**config.mk**
```make
export PLATFORM = sky130hd
export DESIGN_NAME = sas_top
export DESIGN_NICKNAME = d
export VERILOG_FILES = /design/src/sas_pkg.sv /design/src/sas_trig.sv /design/src/sas_sar.sv /design/src/sas_top.sv
export SDC_FILE = /design/constraint.sdc
export NUM_CORES = 1
export LEC_CHECK = 0
export ABC_AREA = 1
export BUFFER_PORTS_ARGS = -buffer_cell sky130_fd_sc_hd__buf_2
export CORE_MARGIN = 2
export CORE_UTILIZATION = 50
export CTS_CLUSTER_SIZE = 14
export DETAILED_ROUTE_END_ITERATION = 8
export PLACE_DENSITY_LB_ADDON = 0.08
export SLEW_MARGIN = 30
export SYNTH_ARGS = -nofsm -noshare
export SYNTH_HDL_FRONTEND = slang
export SYNTH_HIERARCHICAL = 1
export SYNTH_SLANG_ARGS = --single-unit
```
**constraint.sdc**
```tcl
create_clock -name pclk -period 3.8 [get_ports pclk]
set_clock_uncertainty 0.05 [all_clocks]
set_input_delay 0.57 -clock pclk [delete_from_list [all_inputs] [get_ports pclk]]
set_output_delay 0.57 -clock pclk [all_outputs]
set_load 0.02 [all_outputs]
```
**src/sas_pkg.sv**
```systemverilog
// Purpose: Shared constants and types of the converter sequencer.
// Assumes: One state of the converter is one pclk cycle.
// Notes:   Register offsets are byte addresses on the APB bus.
package sas_pkg;
  localparam int unsigned RES_BITS      = 10;
  localparam int unsigned NUM_CH        = 8;
  localparam logic [7:0]  OFS_CSR       = 8'h00;
  localparam logic [7:0]  OFS_TRG       = 8'h04;
  localparam logic [7:0]  OFS_EDGE      = 8'h08;
  localparam logic [7:0]  OFS_DATA0     = 8'h0C;
  localparam logic [7:0]  OFS_DATA_LAST = 8'h28;
  localparam int unsigned CSR_FLAG_POS  = 7;
  localparam int unsigned CSR_IRQ_POS   = 6;
  localparam int unsigned CSR_START_POS = 5;
  localparam int unsigned CSR_SCAN_POS  = 4;
  localparam int unsigned CSR_SPEED_POS = 3;
  localparam int unsigned TRG_EN_POS    = 7;
  localparam int unsigned TRG_RSV0_POS  = 0;
  localparam int unsigned EDGE_SEL_POS  = 0;
  localparam logic [7:0]  CSR_RST       = 8'h00;
  localparam logic [7:0]  TRG_RSVD_ONES = 8'h7E;
  localparam logic        TRG_EN_RST    = 1'b0;
  localparam logic        TRG_RSV0_RST  = 1'b0;
  localparam logic        EDGE_SEL_RST  = 1'b0;
  localparam logic [6:0]  DLY_SLOW_MIN  = 7'h06;
  localparam logic [6:0]  DLY_FAST_MIN  = 7'h04;
  localparam logic [6:0]  SPL_SLOW      = 7'h1F;
  localparam logic [6:0]  SPL_FAST      = 7'h0F;
  localparam logic [6:0]  CONV_SLOW     = 7'h5E;
  localparam logic [6:0]  CONV_FAST     = 7'h32;
  localparam logic [6:0]  GAP_SLOW      = 7'h03;
  localparam logic [6:0]  GAP_FAST      = 7'h01;
  localparam logic [3:0]  STEP_SLOW     = 4'h9;
  localparam logic [3:0]  STEP_FAST     = 4'h4;

  typedef struct packed {
    logic       end_flag;
    logic       irq_en;
    logic       start;
    logic       scan;
    logic       speed;
    logic [2:0] chan;
  } sas_csr_t;

  typedef enum logic [4:0] {
    SAS_IDLE   = 5'b00001,
    SAS_DELAY  = 5'b00010,
    SAS_SAMPLE = 5'b00100,
    SAS_CONV   = 5'b01000,
    SAS_GAP    = 5'b10000
  } sas_state_t;

  function automatic logic [6:0] sas_pick(input logic fast, input logic [6:0] slow_v, input logic [6:0] fast_v);
    sas_pick = fast ? fast_v : slow_v;
  endfunction : sas_pick

  function automatic logic [2:0] sas_first(input logic scan, input logic [2:0] chan);
    sas_first = scan ? {chan[2], 2'b00} : chan;
  endfunction : sas_first
endpackage : sas_pkg

```
**src/sas_trig.sv**
```systemverilog
// Purpose: Edge detector for the external conversion trigger pin.
// Assumes: The pin is already synchronous to pclk.
// Notes:   The pin is taken as idle high, so reset does not fake an edge.
`timescale 1ns/1ns
module sas_trig
  import sas_pkg::*;
(
  input  wire logic pclk,
  input  wire logic presetn,
  input  wire logic pin,
  input  wire logic enable,
  input  wire logic rise_sel,
  output logic      fire
);
  logic prev_q;
  logic fire_q;
  wire  rise_w = pin & ~prev_q;
  wire  fall_w = ~pin & prev_q;
  wire  fire_d = enable & (rise_sel ? rise_w : fall_w);

  always_ff @(posedge pclk or negedge presetn)
  begin
    if (!presetn)
    begin
      prev_q <= 1'b1;
      fire_q <= 1'b0;
    end
    else
    begin
      prev_q <= pin;
      fire_q <= fire_d;
    end
  end

  assign fire = fire_q;
endmodule : sas_trig

```
**src/sas_sar.sv**
```systemverilog
// Purpose: Successive approximation register feeding the comparator.
// Assumes: keep is high when the input is at or above the trial code.
// Notes:   One decision per step, most significant bit first.
`timescale 1ns/1ns
module sas_sar
  import sas_pkg::*;
#(
  parameter int unsigned W = RES_BITS
)
(
  input  wire logic         pclk,
  input  wire logic         presetn,
  input  wire logic         load,
  input  wire logic         step,
  input  wire logic         keep,
  output logic [W-1:0]      code
);
  localparam logic [W-1:0] MSB = {1'b1, {(W-1){1'b0}}};
  logic [W-1:0] code_q;
  logic [W-1:0] mask_q;
  wire  [W-1:0] kept_w = keep ? code_q : (code_q & ~mask_q);
  wire  [W-1:0] next_m = mask_q >> 1;

  if (W < 2)
  begin : g_chk
    $error("sas_sar needs at least two bits");
  end

  always_ff @(posedge pclk or negedge presetn)
  begin
    if (!presetn)
    begin
      code_q <= '0;
      mask_q <= '0;
    end
    else if (load)
    begin
      code_q <= MSB;
      mask_q <= MSB;
    end
    else if (step)
    begin
      code_q <= kept_w | next_m;
      mask_q <= next_m;
    end
  end

  assign code = code_q;
endmodule : sas_sar

```
**src/sas_top.sv**
```systemverilog
// Purpose: Sequencer of an eight input successive approximation converter.
// Assumes: APB slave, one pclk cycle per converter state, inputs synchronous.
// Notes:   Every access takes one wait state; outputs come from flip-flops.
// Contract
// RQ1: Single mode converts the one input named by the channel field.
// RQ2: Scan mode converts a group; low channel bits give the last input.
// RQ3: A scan starts at input 0 or 4 by the top channel bit.
// RQ4: The trigger pin starts only while trigger enable is set; resets clear.
// RQ5: The chosen pin edge sets the start bit; falling edge by default.
// RQ6: A triggered start behaves exactly like a software start.
// RQ7: Trigger register bits 6 to 1 ignore writes and read as one.
// RQ8: Software keeps trigger register bit 0 at zero; it stays writable.
// RQ9: Software clears the start bit before changing mode or channels.
// RQ10: One write may set start and change mode; new settings apply.
// RQ11: Each result has ten bits found by successive approximation.
// RQ12: Each channel result goes to that channel's data register.
// RQ13: Single mode end sets the end flag; irq follows if enabled.
// RQ14: Single mode holds start during conversion, then clears it, idles.
// RQ15: Scan group end sets the flag, irq if enabled, restarts group.
// RQ16: Scan never clears start itself; it stops when software clears.
// RQ17: Start delay is 6 to 9 states slow, 4 to 5 fast.
// RQ18: Sampling holds 31 states slow, 15 fast, within conversion time.
// RQ19: First conversion takes 131 to 134 states slow, 69 to 70 fast.
// RQ20: Later scan conversions take 128 states slow, 66 fast.
// RQ21: The end flag clears by a zero write only after reading one.
// RQ22: The speed bit picks slow timing at zero, fast timing at one.
// RQ23: The scan bit picks single mode at zero, scan mode at one.
// RQ24: Standby also clears the start bit and stops a scan.
// RQ25: Trial codes start at the top bit; the final code is latched.
`timescale 1ns/1ns
module sas_top
  import sas_pkg::*;
#(
  parameter int unsigned ADDR_W = 8
)
(
  input  wire logic              pclk,
  input  wire logic              presetn,
  input  wire logic              psel,
  input  wire logic              penable,
  input  wire logic              pwrite,
  input  wire logic [ADDR_W-1:0] paddr,
  input  wire logic [31:0]       pwdata,
  output logic [31:0]            prdata,
  output logic                   pready,
  output logic                   pslverr,
  input  wire logic              ext_trigger_pin,
  input  wire logic              standby_req,
  input  wire logic              cmp_hi,
  output logic                   conv_end_irq,
  output logic [2:0]             analog_sel,
  output logic                   sample_en,
  output logic [RES_BITS-1:0]    trial_code,
  output logic                   busy
);
  if (ADDR_W < 8)
  begin : g_chk_addr
    $error("sas_top needs at least eight address bits");
  end
  if (RES_BITS != 10 || NUM_CH != 8)
  begin : g_chk_res
    $error("sas_top serves ten bits and eight channels only");
  end
  if (STEP_SLOW * 10 >= CONV_SLOW || STEP_FAST * 10 >= CONV_FAST)
  begin : g_chk_step
    $error("bit decisions must end before the conversion phase does");
  end

  sas_csr_t            csr_q;
  sas_csr_t            csr_d;
  logic                trg_en_q;
  logic                trg_rsv0_q;
  logic                edge_sel_q;
  logic                flag_seen_q;
  logic                flag_seen_d;
  logic                pready_q;
  logic                pslverr_q;
  logic [31:0]         prdata_q;
  logic [31:0]         rd_word;
  logic [RES_BITS-1:0] data_q [NUM_CH];
  sas_state_t          state_q;
  sas_state_t          state_d;
  logic [6:0]          cnt_q;
  logic [6:0]          cnt_d;
  logic [3:0]          sub_q;
  logic [3:0]          sub_d;
  logic [3:0]          nstep_q;
  logic [3:0]          nstep_d;
  logic [2:0]          chan_q;
  logic [2:0]          chan_d;
  logic [1:0]          prediv_q;
  logic                irq_q;
  logic                sample_q;
  logic                busy_q;
  logic                sar_load;
  logic                conv_done;
  logic                single_end;
  logic                group_end;
  logic                trig_fire;
  logic [RES_BITS-1:0] sar_code;

  // Bus decode.
  wire       acc_w     = psel & penable;
  wire       done_w    = acc_w & pready_q;
  wire       wr_w      = done_w & pwrite;
  wire       rd_w      = done_w & ~pwrite;
  wire [7:0] a8        = paddr[7:0];
  wire       hi_zero   = (paddr >> 8) == '0;
  wire       hit_csr   = hi_zero & (a8 == OFS_CSR);
  wire       hit_trg   = hi_zero & (a8 == OFS_TRG);
  wire       hit_edge  = hi_zero & (a8 == OFS_EDGE);
  wire       hit_data  = hi_zero & (a8 >= OFS_DATA0) & (a8 <= OFS_DATA_LAST) & (a8[1:0] == 2'b00);
  wire [7:0] data_off  = a8 - OFS_DATA0;
  wire [2:0] data_idx  = data_off[4:2];
  wire       mapped    = hit_csr | hit_trg | hit_edge | hit_data;
  wire       wr_csr    = wr_w & hit_csr;
  wire       wr_trg    = wr_w & hit_trg;
  wire       wr_edge   = wr_w & hit_edge;
  wire       rd_csr    = rd_w & hit_csr;

  // Reserved trigger bits 6 to 1 are constant ones, never stored; bit 0 is stored.
  wire [7:0] trg_word  = {trg_en_q, 6'b0, trg_rsv0_q} | TRG_RSVD_ONES; // [RQ7]

  assign rd_word = hit_csr  ? {24'h000000, csr_q} :
                   hit_trg  ? {24'h000000, trg_word} :
                   hit_edge ? {31'h00000000, edge_sel_q} :
                   hit_data ? {22'h000000, data_q[data_idx]} :
                   32'h00000000;

  // Read data is captured a cycle ahead, so pready can come from a flop.
  always_ff @(posedge pclk or negedge presetn)
  begin
    if (!presetn)
    begin
      pready_q  <= 1'b0;
      pslverr_q <= 1'b0;
      prdata_q  <= 32'h00000000;
    end
    else
    begin
      pready_q  <= acc_w & ~pready_q;
      pslverr_q <= acc_w & ~pready_q & ~mapped;
      if (acc_w & ~pready_q & ~pwrite)
        prdata_q <= rd_word;
    end
  end

  // Trigger and edge select registers.
  always_ff @(posedge pclk or negedge presetn)
  begin
    if (!presetn)
    begin
      trg_en_q   <= TRG_EN_RST; // [RQ4]
      trg_rsv0_q <= TRG_RSV0_RST;
      edge_sel_q <= EDGE_SEL_RST; // [RQ5]
    end
    else
    begin
      if (wr_trg)
      begin
        trg_en_q   <= pwdata[TRG_EN_POS];
        trg_rsv0_q <= pwdata[TRG_RSV0_POS]; // [RQ8]
      end
      if (wr_edge)
        edge_sel_q <= pwdata[EDGE_SEL_POS];
    end
  end

  sas_trig u_trig (
    .pclk     (pclk),
    .presetn  (presetn),
    .pin      (ext_trigger_pin),
    .enable   (trg_en_q), // [RQ4]
    .rise_sel (edge_sel_q), // [RQ5]
    .fire     (trig_fire)
  );

  // Control and status register; a flag set beats a clear in the same cycle.
  wire flag_clr = wr_csr & ~pwdata[CSR_FLAG_POS] & flag_seen_q; // [RQ21]
  wire flag_set = single_end | group_end; // [RQ13] [RQ15]

  always_comb
  begin
    csr_d = csr_q;
    if (single_end)
      csr_d.start = 1'b0; // [RQ14]
    if (wr_csr)
    begin
      csr_d.irq_en = pwdata[CSR_IRQ_POS];
      csr_d.start  = pwdata[CSR_START_POS]; // [RQ10]
      csr_d.scan   = pwdata[CSR_SCAN_POS]; // [RQ23]
      csr_d.speed  = pwdata[CSR_SPEED_POS]; // [RQ22]
      csr_d.chan   = pwdata[2:0];
    end
    if (trig_fire)
      csr_d.start = 1'b1; // [RQ5] [RQ6]
    if (standby_req)
      csr_d.start = 1'b0; // [RQ24]
    if (flag_clr)
      csr_d.end_flag = 1'b0; // [RQ21]
    if (flag_set)
      csr_d.end_flag = 1'b1; // [RQ13] [RQ15]
  end

  assign flag_seen_d = (flag_seen_q | (rd_csr & csr_q.end_flag)) & ~flag_clr; // [RQ21]

  always_ff @(posedge pclk or negedge presetn)
  begin
    if (!presetn)
    begin
      csr_q       <= CSR_RST;
      flag_seen_q <= 1'b0;
    end
    else
    begin
      csr_q       <= csr_d;
      flag_seen_q <= flag_seen_d;
    end
  end

  // Timing selection; the free-running phase makes the start delay depend
  // on when the start lands, as with a prescaled converter clock.
  wire        fast     = csr_q.speed; // [RQ22]
  wire [6:0]  phase_w  = fast ? {6'h00, prediv_q[0]} : {5'h00, prediv_q};
  wire [6:0]  dly_w    = sas_pick(fast, DLY_SLOW_MIN, DLY_FAST_MIN) + phase_w; // [RQ17]
  wire [6:0]  spl_w    = sas_pick(fast, SPL_SLOW, SPL_FAST); // [RQ18]
  wire [6:0]  conv_w   = sas_pick(fast, CONV_SLOW, CONV_FAST); // [RQ19]
  wire [6:0]  gap_w    = sas_pick(fast, GAP_SLOW, GAP_FAST); // [RQ20]
  wire [3:0]  step_len = fast ? STEP_FAST : STEP_SLOW;
  wire        sar_step = (state_q == SAS_CONV) & (sub_q == step_len - 4'h1) & (nstep_q < 4'hA); // [RQ11]
  wire [2:0]  first_ch = sas_first(csr_q.scan, csr_q.chan); // [RQ1] [RQ3]
  wire        last_ch  = chan_q == csr_q.chan; // [RQ2]
  wire        run      = csr_q.start;

  // Sequencer.
  always_comb
  begin
    state_d    = state_q;
    cnt_d      = (cnt_q == 7'h00) ? 7'h00 : cnt_q - 7'h01;
    sub_d      = sub_q;
    nstep_d    = nstep_q;
    chan_d     = chan_q;
    sar_load   = 1'b0;
    conv_done  = 1'b0;
    single_end = 1'b0;
    group_end  = 1'b0;
    case (state_q)
      SAS_IDLE:
      begin
        if (run)
        begin
          state_d = SAS_DELAY;
          cnt_d   = dly_w - 7'h02; // [RQ17]
          chan_d  = first_ch; // [RQ1] [RQ3]
        end
      end
      SAS_DELAY:
      begin
        if (!run)
          state_d = SAS_IDLE;
        else if (cnt_q == 7'h00)
        begin
          state_d = SAS_SAMPLE;
          cnt_d   = spl_w - 7'h01; // [RQ18]
        end
      end
      SAS_SAMPLE:
      begin
        if (!run)
          state_d = SAS_IDLE;
        else if (cnt_q == 7'h00)
        begin
          state_d  = SAS_CONV;
          cnt_d    = conv_w - 7'h01; // [RQ19]
          sub_d    = 4'h0;
          nstep_d  = 4'h0;
          sar_load = 1'b1; // [RQ25]
        end
      end
      SAS_CONV:
      begin
        sub_d   = sar_step ? 4'h0 : sub_q + 4'h1;
        nstep_d = sar_step ? nstep_q + 4'h1 : nstep_q;
        if (!run)
          state_d = SAS_IDLE; // [RQ16]
        else if (cnt_q == 7'h00)
        begin
          conv_done = 1'b1; // [RQ12]
          if (!csr_q.scan)
          begin
            state_d    = SAS_IDLE; // [RQ14]
            single_end = 1'b1; // [RQ13]
          end
          else
          begin
            state_d = SAS_GAP; // [RQ20]
            cnt_d   = gap_w - 7'h01;
            if (last_ch)
            begin
              group_end = 1'b1; // [RQ15]
              chan_d    = first_ch; // [RQ15]
            end
            else
              chan_d = chan_q + 3'h1; // [RQ2]
          end
        end
      end
      SAS_GAP:
      begin
        if (!run)
          state_d = SAS_IDLE; // [RQ16]
        else if (cnt_q == 7'h00)
        begin
          state_d = SAS_SAMPLE;
          cnt_d   = spl_w - 7'h01; // [RQ18]
        end
      end
      default:
        state_d = SAS_IDLE;
    endcase
  end

  always_ff @(posedge pclk or negedge presetn)
  begin
    if (!presetn)
    begin
      state_q  <= SAS_IDLE;
      cnt_q    <= 7'h00;
      sub_q    <= 4'h0;
      nstep_q  <= 4'h0;
      chan_q   <= 3'h0;
      prediv_q <= 2'h0;
    end
    else
    begin
      state_q  <= state_d;
      cnt_q    <= cnt_d;
      sub_q    <= sub_d;
      nstep_q  <= nstep_d;
      chan_q   <= chan_d;
      prediv_q <= prediv_q + 2'h1;
    end
  end

  sas_sar #(
    .W (RES_BITS)
  ) u_sar (
    .pclk    (pclk),
    .presetn (presetn),
    .load    (sar_load), // [RQ25]
    .step    (sar_step), // [RQ11]
    .keep    (cmp_hi),
    .code    (sar_code)
  );

  // Result registers, one per input.
  always_ff @(posedge pclk or negedge presetn)
  begin
    if (!presetn)
    begin
      for (int i = 0; i < NUM_CH; i++)
        data_q[i] <= '0;
    end
    else if (conv_done)
      data_q[chan_q] <= sar_code; // [RQ12] [RQ25]
  end

  // Output flops.
  always_ff @(posedge pclk or negedge presetn)
  begin
    if (!presetn)
    begin
      irq_q    <= 1'b0;
      sample_q <= 1'b0;
      busy_q   <= 1'b0;
    end
    else
    begin
      irq_q    <= csr_d.end_flag & csr_d.irq_en; // [RQ13] [RQ15]
      sample_q <= state_d == SAS_SAMPLE; // [RQ18]
      busy_q   <= state_d != SAS_IDLE;
    end
  end

  assign prdata       = prdata_q;
  assign pready       = pready_q;
  assign pslverr      = pslverr_q;
  assign conv_end_irq = irq_q;
  assign analog_sel   = chan_q;
  assign sample_en    = sample_q;
  assign trial_code   = sar_code;
  assign busy         = busy_q;
endmodule : sas_top

```
## Yosys cells after proc, flatten, opt, wreduce, memory -nomap -nowiden

Cells that the tools add are included.

| word-level totals | value |
|---|---|
| register bits after elaboration | 176 |

| operators by class | value |
|---|---|
| bitwise logic cells | 40 |
| mux-type cells | 73 |
| equality and inequality tests | 18 |
| $lt $le $gt $ge | 6 |
| reduce and logical (&&, ||, !) cells | 12 |
| add/subtract/negate cells | 12 |

Operator list:

| kind | count |
|---|---|
| two-way mux 10 bit | 12 |
| bitwise mux 80 bit | 1 |
| two-way mux 7 bit | 11 |
| two-way mux 5 bit | 9 |
| binary-select mux 10 bit (select 3 bit) | 1 |
| demux 10 bit (select 3 bit) | 1 |
| case mux 7 bit (4 select lines) | 1 |
| bitwise AND 1 bit | 23 |
| two-way mux 4 bit | 5 |
| case mux 5 bit (4 select lines) | 1 |
| two-way mux 1 bit | 19 |
| case mux 4 bit (2 select lines) | 2 |
| two-way mux 3 bit | 5 |
| subtractor 7 x 1 -> 7 bit (second input constant) | 2 |
| inequality test 2 bit (second input constant) | 6 |
| bitwise AND 10 bit | 1 |
| equality test 5 x 3 -> 1 bit (second input constant) | 2 |
| inverter 10 bit | 1 |
| OR 10 x 9 -> 10 bit | 1 |
| adder 4 x 1 -> 4 bit (second input constant) | 2 |
| equality test 8 x 3 -> 1 bit (second input constant) | 1 |
| equality test 8 x 4 -> 1 bit (second input constant) | 1 |
| >= comparator 4 bit (second input constant) | 2 |
| >= comparator 8 x 4 -> 1 bit (second input constant) | 1 |
| 34 further kinds | 50 |

## Depth between registers and ports, before layout

Gate-level depths: netlist (run 1).

| depth | value |
|---|---|
| depth after elaboration | 9 |
| gate-level depth with buffers | 17 |

## Hierarchy

Netlist (run 1), hierarchy kept.

Modules (own cells, without submodules):

| module | seq. area each (um^2) | area each (um^2) | instances | cells each |
|---|---|---|---|---|
| sas_top | 3304.4 | 6628.9 | 1 | 825 |
| sas_sar | 500.5 | 843.3 | 1 | 104 |
| sas_trig | 51.3 | 81.3 | 1 | 10 |

## Worst setup path after synthesis (run 1)

Ideal clock, no wire load.

| timing path | value |
|---|---|
| kind | in2reg |
| start point | in paddr[2] |
| end point | reg prdata_q[1] (netlist: prdata[1]) |
| buffers on the path | 4 |
| path slack | 1.440 ns |
| library setup time | 0.116 ns |
| arrival | 2.194 ns |
| stages on the path | 12 |
| data required time | 3.634 ns |
| cell sequence | inv_1 -> buf_2 -> buf_2 -> ha_1 -> buf_2 -> inv_1 -> clkbuf_1 -> o21ai_0 -> a21oi_1 -> o21ai_0 -> nand2_1 -> nand2_1 |

| between the ends | value |
|---|---|
| word-level cells in the longest chain between the ends | 9 |
| elaborated cells between the ends (all ways) | 16 |
| classes of those cells | add/sub (1); order compare (2); eq/ne (2); mux (7); bitwise (3); reduce/logical (1) |

RTL lines:

| what | line | RTL |
|---|---|---|
| start, declared | sas_top.sv:42 | `input wire logic [ADDR_W-1:0] paddr,` |
| subtractor 5 x 4 -> 5 bit | sas_top.sv:113 | `wire [7:0] data_off = a8 - OFS_DATA0;` |
| inverter 3 -> 4 bit (implied by the code) | sas_top.sv:127 | `hit_data ? {22'h000000, data_q[data_idx]} :` |
| binary-select mux 10 bit (select 3 bit) | sas_top.sv:127 |  |
| two-way mux 10 bit (implied by the code) (2 in series) | sas_top.sv:127 |  |
| two-way mux 10 bit | sas_top.sv:127 |  |
| two-way mux 10 bit | sas_top.sv:126 | `hit_edge ? {31'h00000000, edge_sel_q} :` |
| two-way mux 10 bit | sas_top.sv:125 | `hit_trg ? {24'h000000, trg_word} :` |
| two-way mux 10 bit * | sas_top.sv:124 | `assign rd_word = hit_csr ? {24'h000000, csr_q} :` |
| end signal, assigned | sas_top.sv:144 | `prdata_q <= rd_word;` |
| end, declared | sas_top.sv:78 | `logic [31:0] prdata_q;` |

Mark *: on every way between the ends. The rest lies on a longest branch, timed or not. The select of a mux whose other input is x is not followed.
A chain may end at the register's enable or synchronous reset.

## Worst setup path after layout (run 1)

| timing path | value |
|---|---|
| start point | in paddr[3] |
| end point | reg prdata_q[0] (netlist: prdata[0]) |

Same word-level chain as after synthesis.

==> flow_summary.ini, run 1 <==
[place]
globalplace.congestion = 0.8439
placed_cells = 1155
port_buffers = 51
dp_hpwl_microns = 11550
dpl_cell_area_sq_um = 7940

[clock_tree]
path_clk_slew_ns = 0.06
clock_latency_ns = 0.42
htree_levels = 4
postCtsSetupBuffers = 0
cts_sinks = 154
cts_made_buffers = 17
cts_root_buf = clkbuf_16
postCtsHoldBufs = 0
cts_tree = done
cts_resized = 0
clockBufferDepth = 2

[logic_synthesis]
ys_types = 42
synth_edf_count = 0
synth_top_area_share_pct = 50.36
netlist_instances = 939
async_flop_share_pct = 100.0
ys_ff_latch = 154
synth_area_leaders = dfrtp_1, nand2_1, o21ai_1, nor2_1, inv_1
avgSynthCellArea_sq_um = 8.044
synth_flop_cell = dfrtp_1
syn-cell-area_sq_um = 7553
synth.most_common_cell = nand2_1
ys_seq_area_share_pct = 51.05
yosysTopAreaCell = dfrtp_1
yosys-top-cells-count = nand2_1, dfrtp_1, nor2_1
yosys_warnings = 6

[route]
viasPerCell = 5.259
drc_errors = 0
firstDrtPassIters = 5
wire_per_inst_microns = 15.16
drt-initial-drc-count = 508
postRouteAntennaNets = 0
wl_microns = 18000
vias = 6242

[floorplan]
rows = 44
die_area_sq_um = 16110
coreArea_sq_um = 14640
die_w_microns = 126.9
ioPinCount = 98
die_y_microns = 126.9
start_util_pct = 51.58

[power_and_ir_drop]
clkPwrFrac_pct = 43.7
pwr-share-comb_pct = 10.9
p_per_area_nw_per_um2 = 445.1
p_leak_nw = 4.326
pwr-share-seq_pct = 45.4
p_int_w = 0.002850
ir_drop_uv = 309.6
switchingPower_w = 0.0009398
swShare_pct = 24.80

[global_route]
grt_max_degree = 106
grtUsageTotal_pct = 23.74
grt_pass1_wl_microns = 30110
antenna_found_initial = 0
overflow = 0
grt_pass1_vias = 5895

[job]
maxCapViolations = 0

[critical_path]
criticalPathCategory = primary input to register
cp-start-kind = primary input
crit_fanout = 23
endpoint_kind = register
arrival_ns = 2.73
cp.required_ns = 4.11
r2r_cells = 12

[timing]
maxSlewHeadroom_pct = 47.04
setup_tns_ns = 0
setup_viol = 0
drv_slew = 0
finalHoldViolations = 0
timing.final.crit_share_pct = 63.73
rsz0062_at_grt = false
worst_pin_slew_ns = 0.7935
whs_ns = 0.02947
post-route-min-period_ns = 2.422
fmax_ghz = 0.4130

[layout]
finalInstanceArea_sq_um = 8514
layout-drive-gt1-share_pct = 11.86
synthToLayoutAreaGrowth_pct = 12.72
multi_input_area_sq_um = 3171
n_antenna_cell = 0
area.sequential_sq_um = 3856
nets = 1047
fillers = 1363
layout.cells.non_filler = 1187

[status]
status = complete, no violations

[worst_hold_path]
hold_class = primary input to asynchronous set/reset pin
flip-flops by register name (all words and copies together), names as in the netlist, 2 cells and up:
| register | flops |
|---|---|
| prediv_q | 2 |
| sub_q | 4 |
| analog_sel | 3 |
| prdata | 10 |
| nstep_q | 4 |
| data_q | 80 |
| u_sar/code | 10 |
| u_sar/mask_q | 10 |
| csr_q | 6 |
| cnt_q | 7 |
| state_q | 5 |
worst paths after layout:
path | endpoint | start | slack [ns]
max | prdata[0]$_DFFE_PN0P_ | paddr[3] | 1.38
max in group asynchronous | u_trig/prev_q$_DFF_PN1_ | presetn | 2.75
min reg2reg | prediv_q[0]$_DFF_PN0_ | prediv_q[0]$_DFF_PN0_ | 0.40
min in group pclk | u_trig/prev_q$_DFF_PN1_ | ext_trigger_pin | 0.21
max reg2reg | sub_q[0]$_DFFE_PN0P_ | cnt_q[0]$_DFF_PN0_ | 1.77
min | u_sar/code[4]$_DFFE_PN0P_ | presetn | 0.03
cells by family after synthesis:
logic type / after synthesis / share of synthesized area, %
compound gates: 182 / 13.30
flops: 154 / 51.05
buf+inv: 130 / 8.017
fa+ha+maj: 9 / 1.491
simple gates: 448 / 24.35
xor+xnor: 15 / 1.739
other cells: 1 / 0.04965
power groups by stage:
stage,registers (W),logic (W),clock network (W)
3_5_place_dp,0.00175,0.000416,0
6_report,0.00172,0.000413,0.00165
4_1_cts,0.00172,0.000419,0.00170
5_1_grt,0.00173,0.000474,0.00176
2_1_floorplan,0.00176,0.000296,0
3_3_place_gp,0.00175,0.000415,0
cell usage in the layout, fill, tap and decap left out, drive strengths merged, types with 11 or more instances in the layout:
master / n
a21oi: 35
buf: 70
clkbuf: 24
conb: 22
dfrtp: 152
inv: 69
nand2: 288
nand3: 45
nand4: 11
nor2: 95
o21ai: 122
routing by layer:
metal	share of wire, %	GRT usage (%)
met1	48	33.73
met2	46	37.13
met3	4.7	4.639
met4	1.7	7.434
met5	0	0
layout make-up:
class,count,share of cell area [%]
inverters,71,3.130
well taps,184,2.704
flip-flops and latches,154,45.29
clock inverters,8,1.087
repair buffers,70,4.893
multi-input cells,676,37.24
clock buffers,24,5.658
stage by stage:
step	total power (W)	utilization, %	worst slack [ns]
after floorplan	0.002052	-	1.440
after global placement	0.002167	54.22	0.9664
after detailed placement	0.002167	54.22	0.9649
after CTS	0.003837	58.14	1.406
after global routing	0.003966	58.14	1.148
final	0.003789	58.14	1.378
worst max-delay path, cell delays in order:
cell     delay [ns]
buf_2          0.12
inv_1          0.06
ha_1           0.28
buf_4          0.22
inv_1          0.61
o21ai_0        0.19
nor2_1         0.13
nor2_1         0.06
nor2_1         0.12
nand2_1        0.11
nand2_1        0.07
nand2_1        0.05
nand2_1        0.05
nand2_1        0.04
nand2_1        0.05
Power figures use the tool's default switching activity.
==> run 2, diff against run 1 <==
clock period = 2.4 ns   (was 3.8 ns; I/O delays follow)
==> flow_summary.ini, run 2 (synthesis results as in run 1) <==
[floorplan]
coreArea_sq_um = 14640
ioPinCount = 98
start_util_pct = 51.58
die_w_microns = 126.9
rows = 44
die_y_microns = 126.9
die_area_sq_um = 16110

[route]
viasPerCell = 5.205
vias = 6220
wl_microns = 17700
drt-initial-drc-count = 465
firstDrtPassIters = 5
postRouteAntennaNets = 0
wire_per_inst_microns = 14.81
drc_errors = 0

[power_and_ir_drop]
p_leak_nw = 4.363
pwr-share-seq_pct = 44.9
p_per_area_nw_per_um2 = 704.4
ir_drop_uv = 552.8
swShare_pct = 26.45
p_int_w = 0.004468
power_w = 0.006075
clkPwrFrac_pct = 44.1
pwr-share-comb_pct = 11.0
switchingPower_w = 0.001607

[place]
placed_cells = 1161
dpl_cell_area_sq_um = 8010
port_buffers = 51
globalplace.congestion = 0.8270
dp_hpwl_microns = 11730

[layout]
synthToLayoutAreaGrowth_pct = 14.18
n_antenna_cell = 0
finalInstanceArea_sq_um = 8625
fillers = 1377
largest_reg_flops = 80
regMostFlops = data_q
final_cell_mix = nand2_1, dfrtp_1, nor2_1
nets = 1055
layout-drive-gt1-share_pct = 12.76
layout.cells.non_filler = 1195
final_common_cell = nand2_1

[critical_path]
cp-start-kind = register
crit_fanout = 9
arrival_ns = 2.36
r2r-start = fast$_DFFE_PN0N_
crit_chain = inv_1, nor2_1, o2111ai_1, nor2_1, inv_1, nor2_4, nand2_1, nand2_1
r2r_cells = 8
crit_slowest_cell = dfrtp_1
critPathMaxStageDelay_ns = 0.48
r2r_slack_ns = 0.36
r2r_end = u_sar/mask_q[1]$_DFFE_PN0P_
criticalPathCategory = register to register
cp.required_ns = 2.71
endpoint_kind = register

[timing]
rsz0062_at_grt = false
setup_viol = 0
post-route-min-period_ns = 2.042
timing.final.crit_share_pct = 85.10
fmax_ghz = 0.4896
maxSlewHeadroom_pct = 66.88
drv_slew = 0
finalHoldViolations = 0
setup_tns_ns = 0
worst_pin_slew_ns = 0.4949

[global_route]
grt_max_degree = 57
grt_pass1_vias = 5791
antenna_found_initial = 0
grt_pass1_wl_microns = 29240
overflow = 0
grtUsageTotal_pct = 23.19

[status]
status = complete, no violations

[clock_tree]
postCtsHoldBufs = 2
htree_levels = 4
cts_tree = done
postCtsSetupBuffers = 0
cts_root_buf = clkbuf_16
clock_latency_ns = 0.43
cts_made_buffers = 17
cts_resized = 0
path_clk_slew_ns = 0.07
cts_sinks = 154
clockBufferDepth = 2

[worst_hold_path]
holdPathEnd = run$_DFFE_PN0P_
hold_start = standby_req
hold_class = primary input to register
min_path_cells = 2

[job]
maxCapViolations = 0
run 2: cell count changes in the layout (fill, tap and decap cells not counted), moves of 3 or more:
cell / previous run / this run
clkinvlp_4: 1 / 5
buf_4: 18 / 22
clkbuf_1: 4 / 0
clkbuf_8: 3 / 0
clkinv_2: 5 / 1
clkinv_4: 0 / 3
run 2: worst max-delay path: cells and delay by family, from the launching register on:
family | cells | cell delay, ns
and+or+nand+nor | 5 | 0.90
AOI/OAI and AO/OA | 1 | 0.16
buffers and inverters | 2 | 0.38
DFF | 1 | 0.48
run 2: power by group through the flow:
stage	Clock [W]	Sequential [W]	Combinational, W
2_1_floorplan	0	0.00278	0.000469
3_3_place_gp	0	0.00277	0.000664
3_5_place_dp	0	0.00277	0.000666
4_1_cts	0.00274	0.00273	0.000676
5_1_grt	0.00289	0.00274	0.000757
6_report	0.00268	0.00273	0.000668
run 2: worst max path at each step:
stage | end | startpoint | slack (ns)
finish | u_sar/mask_q[1]$_DFFE_PN0P_ | fast$_DFFE_PN0N_ | 0.36
detailed placement | conv_end_irq$_DFF_PN0_ | paddr[2] | 0.28
global placement | prdata[4]$_DFFE_PN0P_ | paddr[2] | 0.29
floorplan | prdata[1]$_DFFE_PN0P_ | paddr[2] | 0.25
CTS | nstep_q[0]$_DFFE_PN0P_ | cnt_q[0]$_DFF_PN0_ | 0.34
global route | sub_q[0]$_DFFE_PN0P_ | cnt_q[0]$_DFF_PN0_ | 0.22
run 2: area by class of cell:
| cell class | instances | area (sq um) | share of cell area, % |
|---|---|---|---|
| repair buffers | 78 | 506.7 | 5.876 |
| inverters | 71 | 266.5 | 3.090 |
| clock buffers | 17 | 425.4 | 4.933 |
| well taps | 184 | 230.2 | 2.669 |
| multi-input cells | 676 | 3171 | 36.76 |
| flip-flops and latches | 154 | 3856 | 44.71 |
| clock inverters | 15 | 168.9 | 1.959 |
run 2: stage by stage:
step / utilization, % / setup slack, ns / hold slack [ns]
2_1_floorplan: - / 0.2496 / 0.01441
3_3_place_gp: 54.70 / 0.2911 / 0.2734
3_5_place_dp: 54.70 / 0.2824 / 0.2659
4_1_cts: 58.89 / 0.3421 / 0.009968
5_1_grt: 58.89 / 0.2229 / 0.01350
6_report: 58.89 / 0.3575 / 0.03300
run 2: layer usage:
layer / vias up / global-route usage [%] / part of all wire (%) / wire length (microns)
li1: 3136 / - / - / -
met1: 2932 / 32.59 / 48 / 8437
met2: 132 / 36.34 / 47 / 8300
met3: 20 / 5.019 / 4.0 / 716
met4: 0 / 7.111 / 1.4 / 248
met5: - / 0 / 0 / 0
